<file path="src/ssc_pkg.sv">
`default_nettype none
package ssc_pkg;
  localparam int unsigned ADDR_W  = 8;
  localparam int unsigned DATA_W  = 16;
  localparam int unsigned CNT_W   = 4;
  localparam int unsigned SYNC_STAGES = 3;

  // Register byte offsets
  localparam logic [7:0] OFF_MODE = 8'h00;
  localparam logic [7:0] OFF_CTRL = 8'h04;
  localparam logic [7:0] OFF_TXD  = 8'h08;
  localparam logic [7:0] OFF_RXD  = 8'h0C;
  localparam logic [7:0] OFF_INTF = 8'h10;
  localparam logic [7:0] OFF_INTE = 8'h14;

  // serial_mode_config fields
  localparam int unsigned MODE_LEN_LSB  = 8;
  localparam int unsigned MODE_LEN_MSB  = 11;
  localparam int unsigned MODE_PULL     = 5;
  localparam int unsigned MODE_UNDIV    = 4;
  localparam int unsigned MODE_LSBFIRST = 3;
  localparam int unsigned MODE_CLOCK_PHASE_SELECT     = 2;
  localparam int unsigned MODE_CLOCK_POLARITY_SELECT     = 1;
  localparam int unsigned MODE_MASTER   = 0;

  // channel_control fields
  localparam int unsigned CTRL_SOFTRST = 1;
  localparam int unsigned CTRL_ENABLE  = 0;

  // interrupt_flag_register / interrupt_enable_register fields
  localparam int unsigned INTF_BUSY = 7;
  localparam int unsigned INTF_OVR  = 3;
  localparam int unsigned INTF_TEND = 2;
  localparam int unsigned INTF_RBF  = 1;
  localparam int unsigned INTF_TBE  = 0;

  // Reset values and prohibited length
  localparam logic [3:0]  LEN_RESET      = 4'h7;
  localparam logic [3:0]  LEN_PROHIBITED = 4'h0;
  localparam logic [15:0] DATA_RESET     = 16'h0000;
  localparam logic [3:0]  IE_RESET       = 4'h0;
  localparam logic        TBE_RESET      = 1'b1;

  // Master clock divide ratios
  localparam logic [1:0]  MCLK_DIV_UNDIV = 2'h1;
  localparam logic [1:0]  MCLK_DIV_TIMER = 2'h2;
endpackage
`default_nettype wire

</file>
<file path="src/ssc_slave.sv">
// Function
// [RULE_01] Shift only on externally supplied serial clock
// [RULE_02] Act as slave only while select low
// [RULE_03] Select high: ignore control, clock, data
// [RULE_04] Select rising mid-word clears counter, shifter
// [RULE_05] Only master clock edges start a word
// [RULE_06] No new word: input bits pass through
// [RULE_07] Software refills transmit before word ends
// [RULE_08] First edge sends current shifter contents
// [RULE_09] Transfers keep running during system sleep
// [RULE_10] Word while full: overwrite, flag overrun
// [RULE_11] End flag: word sent, buffer empty; W1C
// [RULE_12] Full flag on transfer, cleared by read
// [RULE_13] Empty flag on load, cleared by write
// [RULE_14] Overrun when word lands unread; W1C
// [RULE_15] Per-flag enables gate the interrupt request
// [RULE_16] Busy bit shows select low in slave
// [RULE_17] Length field plus one bits, reset seven
// [RULE_18] Mode bit 5 enables input pulls
// [RULE_19] Mode bit 4 undivided master clock
// [RULE_20] Bit 4 clear: timer clock halved
// [RULE_21] Bit order and master/slave selects
// [RULE_22] Mode changes only while channel disabled
// [RULE_23] Software checks empty flag before writing
// [RULE_24] Software waits full flag, then reads
// [RULE_25] Software waits end flag, then disables
// [RULE_26] Sample and drive on polarity/phase edges
`timescale 1ns/1ps
`default_nettype none
module ssc_slave
(
  input  wire logic                          clk_in,
  input  wire logic                          rst_in,
  input  wire logic [ssc_pkg::ADDR_W-1:0]    reg_addr_in,
  input  wire logic [ssc_pkg::DATA_W-1:0]    reg_wdata_in,
  input  wire logic                          reg_wr_in,
  input  wire logic                          reg_rd_in,
  output logic      [ssc_pkg::DATA_W-1:0]    reg_rdata_out,
  input  wire logic                          serial_clock_pin_in,
  input  wire logic                          serial_data_in_pin_in,
  input  wire logic                          slave_select_low_pin_n_in,
  output logic                               serial_data_out_pin_out,
  output logic                               serial_data_out_pin_oe_out,
  output logic                               irq_out,
  output logic                               input_pull_enable_out,
  output logic      [1:0]                    master_clock_div_out
);
  import ssc_pkg::*;

  // Pin synchronisers: stage 1 feeds only stage 2
  logic [2:0]  sclk_sync_reg;
  logic [2:0]  sdi_sync_reg;
  logic [2:0]  ssn_sync_reg;
  logic        sclk_f_reg, sdi_f_reg, ssn_f_reg;
  logic        sclk_prev_reg;

  // Mode and control
  logic [3:0]  len_reg;
  logic        pull_reg, undiv_reg, lsbf_reg, clock_phase_select_reg, clock_polarity_select_reg, mst_reg;
  logic        enable_reg, softrst_reg;

  // Datapath and flags
  logic [15:0] txbuf_reg;
  logic [15:0] rxbuf_reg;
  logic [15:0] shift_reg;
  logic [3:0]  cnt_reg;
  logic        tbe_reg, rbf_reg, tend_reg, ovr_reg;
  logic [3:0]  ie_reg;
  logic        sdo_reg;
  logic        sdo_oe_reg;
  logic [15:0] rdata_reg;

  // Decoded strobes and events
  logic        wr_mode, wr_ctrl, wr_txd, wr_intf, wr_inte, rd_rxd;
  logic        active, rise_evt, fall_evt, lead_evt, trail_evt;
  logic        sample_evt, drive_evt, word_done, load_evt, out_bit;
  logic [15:0] len_mask, shift_next, rdata_next;
  logic [3:0]  flags;

  assign wr_mode = reg_wr_in && (reg_addr_in == OFF_MODE);
  assign wr_ctrl = reg_wr_in && (reg_addr_in == OFF_CTRL);
  assign wr_txd  = reg_wr_in && (reg_addr_in == OFF_TXD);
  assign wr_intf = reg_wr_in && (reg_addr_in == OFF_INTF);
  assign wr_inte = reg_wr_in && (reg_addr_in == OFF_INTE);
  assign rd_rxd  = reg_rd_in && (reg_addr_in == OFF_RXD);

  always_ff @(posedge clk_in or posedge rst_in)
  begin
    if (rst_in)
    begin
      sclk_sync_reg <= 3'h0;
      sdi_sync_reg  <= 3'h0;
      ssn_sync_reg  <= 3'h7;
    end
    else
    begin
      sclk_sync_reg <= {sclk_sync_reg[1:0], serial_clock_pin_in};
      sdi_sync_reg  <= {sdi_sync_reg[1:0], serial_data_in_pin_in};
      ssn_sync_reg  <= {ssn_sync_reg[1:0], slave_select_low_pin_n_in};
    end
  end

  // A level counts once the last two stages agree
  always_ff @(posedge clk_in or posedge rst_in)
  begin
    if (rst_in)
    begin
      sclk_f_reg    <= 1'b0;
      sdi_f_reg     <= 1'b0;
      ssn_f_reg     <= 1'b1;
      sclk_prev_reg <= 1'b0;
    end
    else
    begin
      if (sclk_sync_reg[1] == sclk_sync_reg[2])
        sclk_f_reg <= sclk_sync_reg[2];
      if (sdi_sync_reg[1] == sdi_sync_reg[2])
        sdi_f_reg <= sdi_sync_reg[2];
      if (ssn_sync_reg[1] == ssn_sync_reg[2])
        ssn_f_reg <= ssn_sync_reg[2];
      sclk_prev_reg <= sclk_f_reg;
    end
  end

  // Only the master's clock moves the shifter; no internal divider in slave
  assign active     = enable_reg && !mst_reg // RULE_01
                      && !ssn_f_reg && !softrst_reg; // RULE_02 RULE_03
  assign rise_evt   = sclk_f_reg && !sclk_prev_reg;
  assign fall_evt   = !sclk_f_reg && sclk_prev_reg;
  assign lead_evt   = clock_polarity_select_reg ? fall_evt : rise_evt;
  assign trail_evt  = clock_polarity_select_reg ? rise_evt : fall_evt;
  assign sample_evt = active && (clock_phase_select_reg ? trail_evt : lead_evt); // RULE_26
  assign drive_evt  = active && (clock_phase_select_reg ? lead_evt : trail_evt); // RULE_26
  assign word_done  = sample_evt && (cnt_reg == len_reg);
  // A buffered word enters the shifter only between words, never mid-word
  assign load_evt   = !tbe_reg && (cnt_reg == 4'h0) && !sample_evt && !softrst_reg;

  always_comb
  begin
    for (int i = 0; i < 16; i++)
      len_mask[i] = (4'(i) <= len_reg); // RULE_17
  end

  // Received bits leave from the far end, so an unrefreshed shifter echoes input
  always_comb
  begin
    shift_next = 16'h0000;
    if (lsbf_reg) // RULE_21
    begin
      shift_next = shift_reg >> 1;
      shift_next[len_reg] = sdi_f_reg;
    end
    else
    begin
      shift_next = {shift_reg[14:0], sdi_f_reg};
    end
    shift_next = shift_next & len_mask; // RULE_06
  end

  assign out_bit = lsbf_reg ? shift_reg[0] : shift_reg[len_reg];

  always_ff @(posedge clk_in or posedge rst_in)
  begin
    if (rst_in)
    begin
      len_reg   <= LEN_RESET;
      pull_reg  <= 1'b0;
      undiv_reg <= 1'b0;
      lsbf_reg  <= 1'b0;
      clock_phase_select_reg  <= 1'b0;
      clock_polarity_select_reg  <= 1'b0;
      mst_reg   <= 1'b0;
    end
    else if (wr_mode && !enable_reg) // RULE_22
    begin
      if (reg_wdata_in[MODE_LEN_MSB:MODE_LEN_LSB] != LEN_PROHIBITED) // RULE_17
        len_reg <= reg_wdata_in[MODE_LEN_MSB:MODE_LEN_LSB];
      pull_reg  <= reg_wdata_in[MODE_PULL]; // RULE_18
      undiv_reg <= reg_wdata_in[MODE_UNDIV]; // RULE_19
      lsbf_reg  <= reg_wdata_in[MODE_LSBFIRST]; // RULE_21
      clock_phase_select_reg  <= reg_wdata_in[MODE_CLOCK_PHASE_SELECT];
      clock_polarity_select_reg  <= reg_wdata_in[MODE_CLOCK_POLARITY_SELECT];
      mst_reg   <= reg_wdata_in[MODE_MASTER]; // RULE_21
    end
  end

  // Soft reset lasts one cycle and reads back 1 meanwhile
  always_ff @(posedge clk_in or posedge rst_in)
  begin
    if (rst_in)
    begin
      enable_reg  <= 1'b0;
      softrst_reg <= 1'b0;
    end
    else
    begin
      softrst_reg <= wr_ctrl && reg_wdata_in[CTRL_SOFTRST];
      if (wr_ctrl)
        enable_reg <= reg_wdata_in[CTRL_ENABLE];
    end
  end

  always_ff @(posedge clk_in or posedge rst_in)
  begin
    if (rst_in)
      txbuf_reg <= DATA_RESET;
    else if (wr_txd)
      txbuf_reg <= reg_wdata_in; // RULE_05
  end

  // Shifter and bit counter; a deselect between words keeps the word so it can echo
  always_ff @(posedge clk_in or posedge rst_in)
  begin
    if (rst_in)
    begin
      shift_reg <= DATA_RESET;
      cnt_reg   <= 4'h0;
    end
    else if (softrst_reg || (!active && cnt_reg != 4'h0))
    begin
      shift_reg <= DATA_RESET; // RULE_04
      cnt_reg   <= 4'h0; // RULE_03 RULE_04
    end
    else if (sample_evt)
    begin
      shift_reg <= shift_next;
      cnt_reg   <= word_done ? 4'h0 : cnt_reg + 4'h1; // RULE_05
    end
    else if (load_evt)
    begin
      shift_reg <= txbuf_reg; // RULE_13
    end
  end

  // Phase 0 presents the first bit before any edge; phase 1 on the leading edge
  always_ff @(posedge clk_in or posedge rst_in)
  begin
    if (rst_in)
    begin
      sdo_reg    <= 1'b0;
      sdo_oe_reg <= 1'b0;
    end
    else
    begin
      sdo_oe_reg <= active;
      if (drive_evt || (active && !clock_phase_select_reg && cnt_reg == 4'h0 && !sample_evt))
        sdo_reg <= out_bit; // RULE_08 RULE_26
    end
  end

  // Receive buffer; cleared by enabling or soft reset
  always_ff @(posedge clk_in or posedge rst_in)
  begin
    if (rst_in)
      rxbuf_reg <= DATA_RESET;
    else if (word_done)
      rxbuf_reg <= shift_next; // RULE_10
    else if (wr_ctrl && (reg_wdata_in[CTRL_ENABLE] || reg_wdata_in[CTRL_SOFTRST]))
      rxbuf_reg <= DATA_RESET;
  end

  // Flags: a hardware set wins over a same-cycle clear
  always_ff @(posedge clk_in or posedge rst_in)
  begin
    if (rst_in)
    begin
      tbe_reg  <= TBE_RESET;
      rbf_reg  <= 1'b0;
      tend_reg <= 1'b0;
      ovr_reg  <= 1'b0;
    end
    else
    begin
      if (load_evt)
        tbe_reg <= 1'b1; // RULE_13
      else if (wr_txd)
        tbe_reg <= 1'b0; // RULE_13
      if (word_done)
        rbf_reg <= 1'b1; // RULE_12
      else if (rd_rxd)
        rbf_reg <= 1'b0; // RULE_12
      if (word_done && tbe_reg)
        tend_reg <= 1'b1; // RULE_11
      else if (wr_intf && reg_wdata_in[INTF_TEND])
        tend_reg <= 1'b0; // RULE_11
      if (word_done && rbf_reg)
        ovr_reg <= 1'b1; // RULE_10 RULE_14
      else if (wr_intf && reg_wdata_in[INTF_OVR])
        ovr_reg <= 1'b0; // RULE_14
    end
  end

  always_ff @(posedge clk_in or posedge rst_in)
  begin
    if (rst_in)
      ie_reg <= IE_RESET;
    else if (wr_inte)
      ie_reg <= reg_wdata_in[3:0];
  end

  assign flags = {ovr_reg, tend_reg, rbf_reg, tbe_reg};
  // Pure gating, no clock needed, so sleep cannot stall a wake-up request
  assign irq_out = |(flags & ie_reg); // RULE_15 RULE_09
  assign input_pull_enable_out = pull_reg; // RULE_18
  assign master_clock_div_out  = undiv_reg ? MCLK_DIV_UNDIV : MCLK_DIV_TIMER; // RULE_19 RULE_20
  assign serial_data_out_pin_out    = sdo_reg;
  assign serial_data_out_pin_oe_out = sdo_oe_reg;

  always_comb
  begin
    rdata_next = 16'h0000;
    case (reg_addr_in)
      OFF_MODE:
      begin
        rdata_next[MODE_LEN_MSB:MODE_LEN_LSB] = len_reg;
        rdata_next[MODE_PULL]     = pull_reg;
        rdata_next[MODE_UNDIV]    = undiv_reg;
        rdata_next[MODE_LSBFIRST] = lsbf_reg;
        rdata_next[MODE_CLOCK_PHASE_SELECT]     = clock_phase_select_reg;
        rdata_next[MODE_CLOCK_POLARITY_SELECT]     = clock_polarity_select_reg;
        rdata_next[MODE_MASTER]   = mst_reg;
      end
      OFF_CTRL:
      begin
        rdata_next[CTRL_SOFTRST] = softrst_reg;
        rdata_next[CTRL_ENABLE]  = enable_reg;
      end
      OFF_TXD:
        rdata_next = txbuf_reg;
      OFF_RXD:
        rdata_next = rxbuf_reg & len_mask;
      OFF_INTF:
      begin
        rdata_next[3:0]       = flags;
        rdata_next[INTF_BUSY] = active; // RULE_16
      end
      OFF_INTE:
        rdata_next[3:0] = ie_reg;
      default:
        rdata_next = 16'h0000;
    endcase
  end

  always_ff @(posedge clk_in or posedge rst_in)
  begin
    if (rst_in)
      rdata_reg <= DATA_RESET;
    else if (reg_rd_in)
      rdata_reg <= rdata_next;
    else
      rdata_reg <= 16'h0000;
  end

  assign reg_rdata_out = rdata_reg;
endmodule // ssc_slave
`default_nettype wire

</file>
<file path="config.mk">
export PLATFORM = sky130hd
export DESIGN_NAME = ssc_slave
export DESIGN_NICKNAME = d
export VERILOG_FILES = /design/src/ssc_pkg.sv /design/src/ssc_slave.sv
export SDC_FILE = /design/constraint.sdc
export NUM_CORES = 1
export LEC_CHECK = 0
export BUFFER_PORTS_ARGS = -buffer_cell sky130_fd_sc_hd__buf_2
export CELL_PAD_IN_SITES_DETAIL_PLACEMENT = 0
export CELL_PAD_IN_SITES_GLOBAL_PLACEMENT = 1
export CORE_ASPECT_RATIO = 0.7
export CORE_MARGIN = 8
export CORE_UTILIZATION = 50
export DETAILED_ROUTE_END_ITERATION = 6
export MAX_ROUTING_LAYER = met4
export PLACE_DENSITY_LB_ADDON = 0.1
export SLEW_MARGIN = 15
export SYNTH_ARGS = -nofsm -noshare
export SYNTH_HDL_FRONTEND = slang
export SYNTH_SLANG_ARGS = --single-unit
</file>
<file path="constraint.sdc">
create_clock -name clk_in -period 4.5 [get_ports clk_in]
set_input_delay 0.225 -clock clk_in [delete_from_list [all_inputs] [get_ports clk_in]]
set_output_delay 0.225 -clock clk_in [all_outputs]
set_load 0.05 [all_outputs]
</file>
==> results by group <==
Run status
  – Status: finished with violations
  – Failing checks: hold timing

Timing
  – FMAX: around 350 MHz
  – Minimum hold slack: -0.00326 ns
  – Clk_skew: 0.00924 ns
  – Final Setup Violations: 0
  – Min Tclk post-route: between 2 and 3 ns
  – Slew HR: 0.386
  – RSZ-0062 raised after global routing: false
  – Setup tns final: 0 ns
  – Endpoints failing hold: 5
  – Ratio of final minimum period to clock period: 0.642
  – Max Slew Vio Count: 0
  – Worst-Margin Slew: around 0.92 ns

Global routing
  – Initial antenna violation count: 0
  – Vias in the first global route: 4171
  – First-pass GRT wire length: approximately 24000 um
  – Largest net degree at the start of global routing: 60
  – GRT Total Usage: 0.223
  – Congestion Overflow GR: 0

Floorplanning
  – Die width: between 100 and 150 um
  – I/O pins: between 50 and 60
  – Core footprint: about 10000 um^2
  – Initial core utilization: 0.511
  – Die height: 102 um
  – Row count: 31
  – Die Area: approximately 14000 um^2

Yosys
  – Asr flop ratio synth: 1.00
  – Seq/Total Area, Yosys: 0.491
  – Post-synthesis cell count: 496
  – YS warnings: 0
  – Seq cells post-synth: between 100 and 150
  – Post-synth EDFFs: 0
  – Mapped Area: ~5300 um^2
  – Syn_nets: approximately 530
  – Mapped Avg Cell Area: 10.6 um^2
  – Prevailing post-synth register cell: dfrtp_1
  – Distinct cells, synth: 75

Setup path
  – Max stage delay cell, worst path: a21oi_2
  – Cell Chain, Critical Path: or4b_1 > clkinv_1 > and3_1 > a21oi_2 > mux2_2
  – Reg2reg path depth: 5
  – WP data required: 4.74 ns
  – CP startpoint: enable_reg
  – Critical path depth: 5
  – FF-to-FF setup slack: between 1.5 and 2 ns
  – Critical-path maximum fanout: 12
  – CP Capture Type: flop
  – Crit path capture: shift_reg[0]
  – WP buf/inv: 1
  – CP arrival: 3.13 ns
  – CP startpoint kind: flop
  – Crit Path Category: flop to flop
  – CP top delay family: simple AND/OR/NAND/NOR gates
  – R2r startpoint: enable_reg
  – Slowest stage delay, CP: around 0.6 ns
  – RR Endpoint: shift_reg[0]

Finish
  – Ant diodes: 0
  – Non-Filler Instances: between 600 and 700
  – Nets@finish: between 500 and 600
  – Layout cells sized above 1: 0.238
  – Syn-to-layout area delta: 12.4%
  – Finished layout cell area: roughly 6000 um^2

Detailed routing
  – Vias per inst: approximately 6.4
  – Initial DRC Count: approximately 350
  – Final wirelength: 14900 um
  – Per-cell routed wire length: approximately 22 um
  – DRT Pass-1 Iters: 7
  – DRT antenna net count: 0
  – Via count: between 4000 and 5000
  – Drc violations: 0

Placed design
  – Port Buf Inserts: between 50 and 60
  – Dpl hpwl: 10500 um
  – Placement Cell Area: about 5600 um^2
  – Final Wtd Congestion: between 0.8 and 0.9
  – Inst Count DP: around 650

Power
  – P per Cell Area: 361 nW/um^2
  – IR drop worst, VDD: between 0.0002 and 0.00025 V
  – Leakage: between 2 and 3 nW
  – Overall Power: ~2.1 mW

Run
  – Maxcap violations: 0

CTS
  – Clk root buf: clkbuf_16
  – Clock transition at path regs: ~0.07 ns
  – CTS tree: built
  – Post_cts resized: 0
  – CTS buffer count: 9
  – Maximum clock path buffer count: 2
  – Clock sink total: a little over 100
  – H-tree depth: 3
  – Worst-skew pair later-pin latency: between 0.3 and 0.4 ns

Min path
  – Hold Path Class: input port to async pin
==> layer usage <==
layer  wire length [um]  GRT usage  part of all wire
met1               7030      0.306              0.47
met2               6350      0.316              0.43
met3               1300     0.0695             0.087
met4                223     0.0537             0.015
met5                  0          -                 0
==> how the worst min path moves through the flow <==
stage	to	from	slack, ns	depth (start not counted)
after floorplan	ssn_sync_reg[0]	slave_select_low_pin_n_in	0.23	0
after global placement	ssn_sync_reg[0]	slave_select_low_pin_n_in	0.33	1
after detailed placement	ssn_sync_reg[0]	slave_select_low_pin_n_in	0.33	1
after CTS	reg_rdata_out[10]	rst_in	0.03	2
after global routing	reg_rdata_out[11]	rst_in	0.07	2
final	reg_rdata_out[11]	rst_in	-0.003	2
==> where the power goes <==
group	switching, mW	internal [mW]
sequential	0.0804	1.01
clock	0.362	0.392
combinational	0.174	0.122
total	0.617	1.52
==> Yosys cell counts (all sizes together) (5+ instances only) <==
cell type | number | share of area
a22o | 13 | 0.022
o22ai | 5 | 0.0059
mux2 | 34 | 0.073
a22oi | 7 | 0.010
nor2b | 10 | 0.012
nor2 | 23 | 0.016
buf | 9 | 0.0088
dfrtp | 95 | 0.45
o21ai | 29 | 0.028
nand3 | 30 | 0.028
o31ai | 6 | 0.0085
clkbuf | 23 | 0.017
dfstp | 8 | 0.040
a32oi | 5 | 0.0083
o211ai | 9 | 0.013
nand2 | 40 | 0.028
mux2i | 25 | 0.051
and2 | 6 | 0.0071
a31oi | 5 | 0.0059
inv | 15 | 0.011
and3 | 5 | 0.0059
a21oi | 7 | 0.0074
nor3 | 12 | 0.012
==> cell usage in the layout (no fill, tap or decap), drive strengths merged, types with 5 or more instances in the layout <==
cell / instances
o211ai: 9
o21ai: 29
and3: 5
o31ai: 6
buf: 58
a32oi: 5
nor2: 23
dfstp: 8
nand2: 40
nor2b: 10
nand3: 30
mux2i: 25
a21oi: 7
o22ai: 5
a31oi: 5
and2: 6
a22o: 13
dfrtp: 95
clkbuf: 10
mux2: 34
nor3: 12
a22oi: 7
inv: 16
==> what timing repair did <==
action,CTS,global route
hold buffers,3,0
setup endpoints to repair,0,0
setup buffers,0,0
endpoints found under the hold margin,3,0
==> layout make-up <==
class                   instances  area, um^2
fillers                       893        4390
flip-flops and latches        103        2590
multi-input cells             345        2490
repair buffers                 61         335
clock buffers                  10         239
well taps                     132         165
inverters                      16        62.6
clock inverters                 6        45.0
==> cell families after synthesis <==
group,after synthesis,share of synthesized area
and+or+nand+nor,153,0.154
buffers and inverters,48,0.0368
xor gates and xnor gates,5,0.00830
DFF,103,0.491
AOI/OAI and AO/OA,120,0.165
adders and majority gates,6,0.0123
muxes,61,0.133
==> worst reg2reg max path: cells and delay by family (launching register included) <==
family                 cells  cell delay, ns
AND/OR/NAND/NOR            2            0.88
flip-flops                 1            0.45
multiplexers               1            0.41
buffers and inverters      1            0.44
AO/OA/AOI/OAI              1            0.59
==> per-stage QoR <==
| stage | worst slack, ns | utilization |
|---|---|---|
| after global routing | 1.45 | 0.575 |
| after floorplan | 1.58 | - |
| after detailed placement | 1.63 | 0.544 |
| after global placement | 1.66 | 0.544 |
| after CTS | 1.62 | 0.575 |
| final | 1.61 | 0.575 |
No activity file was read; power rests on OpenSTA's default activity.
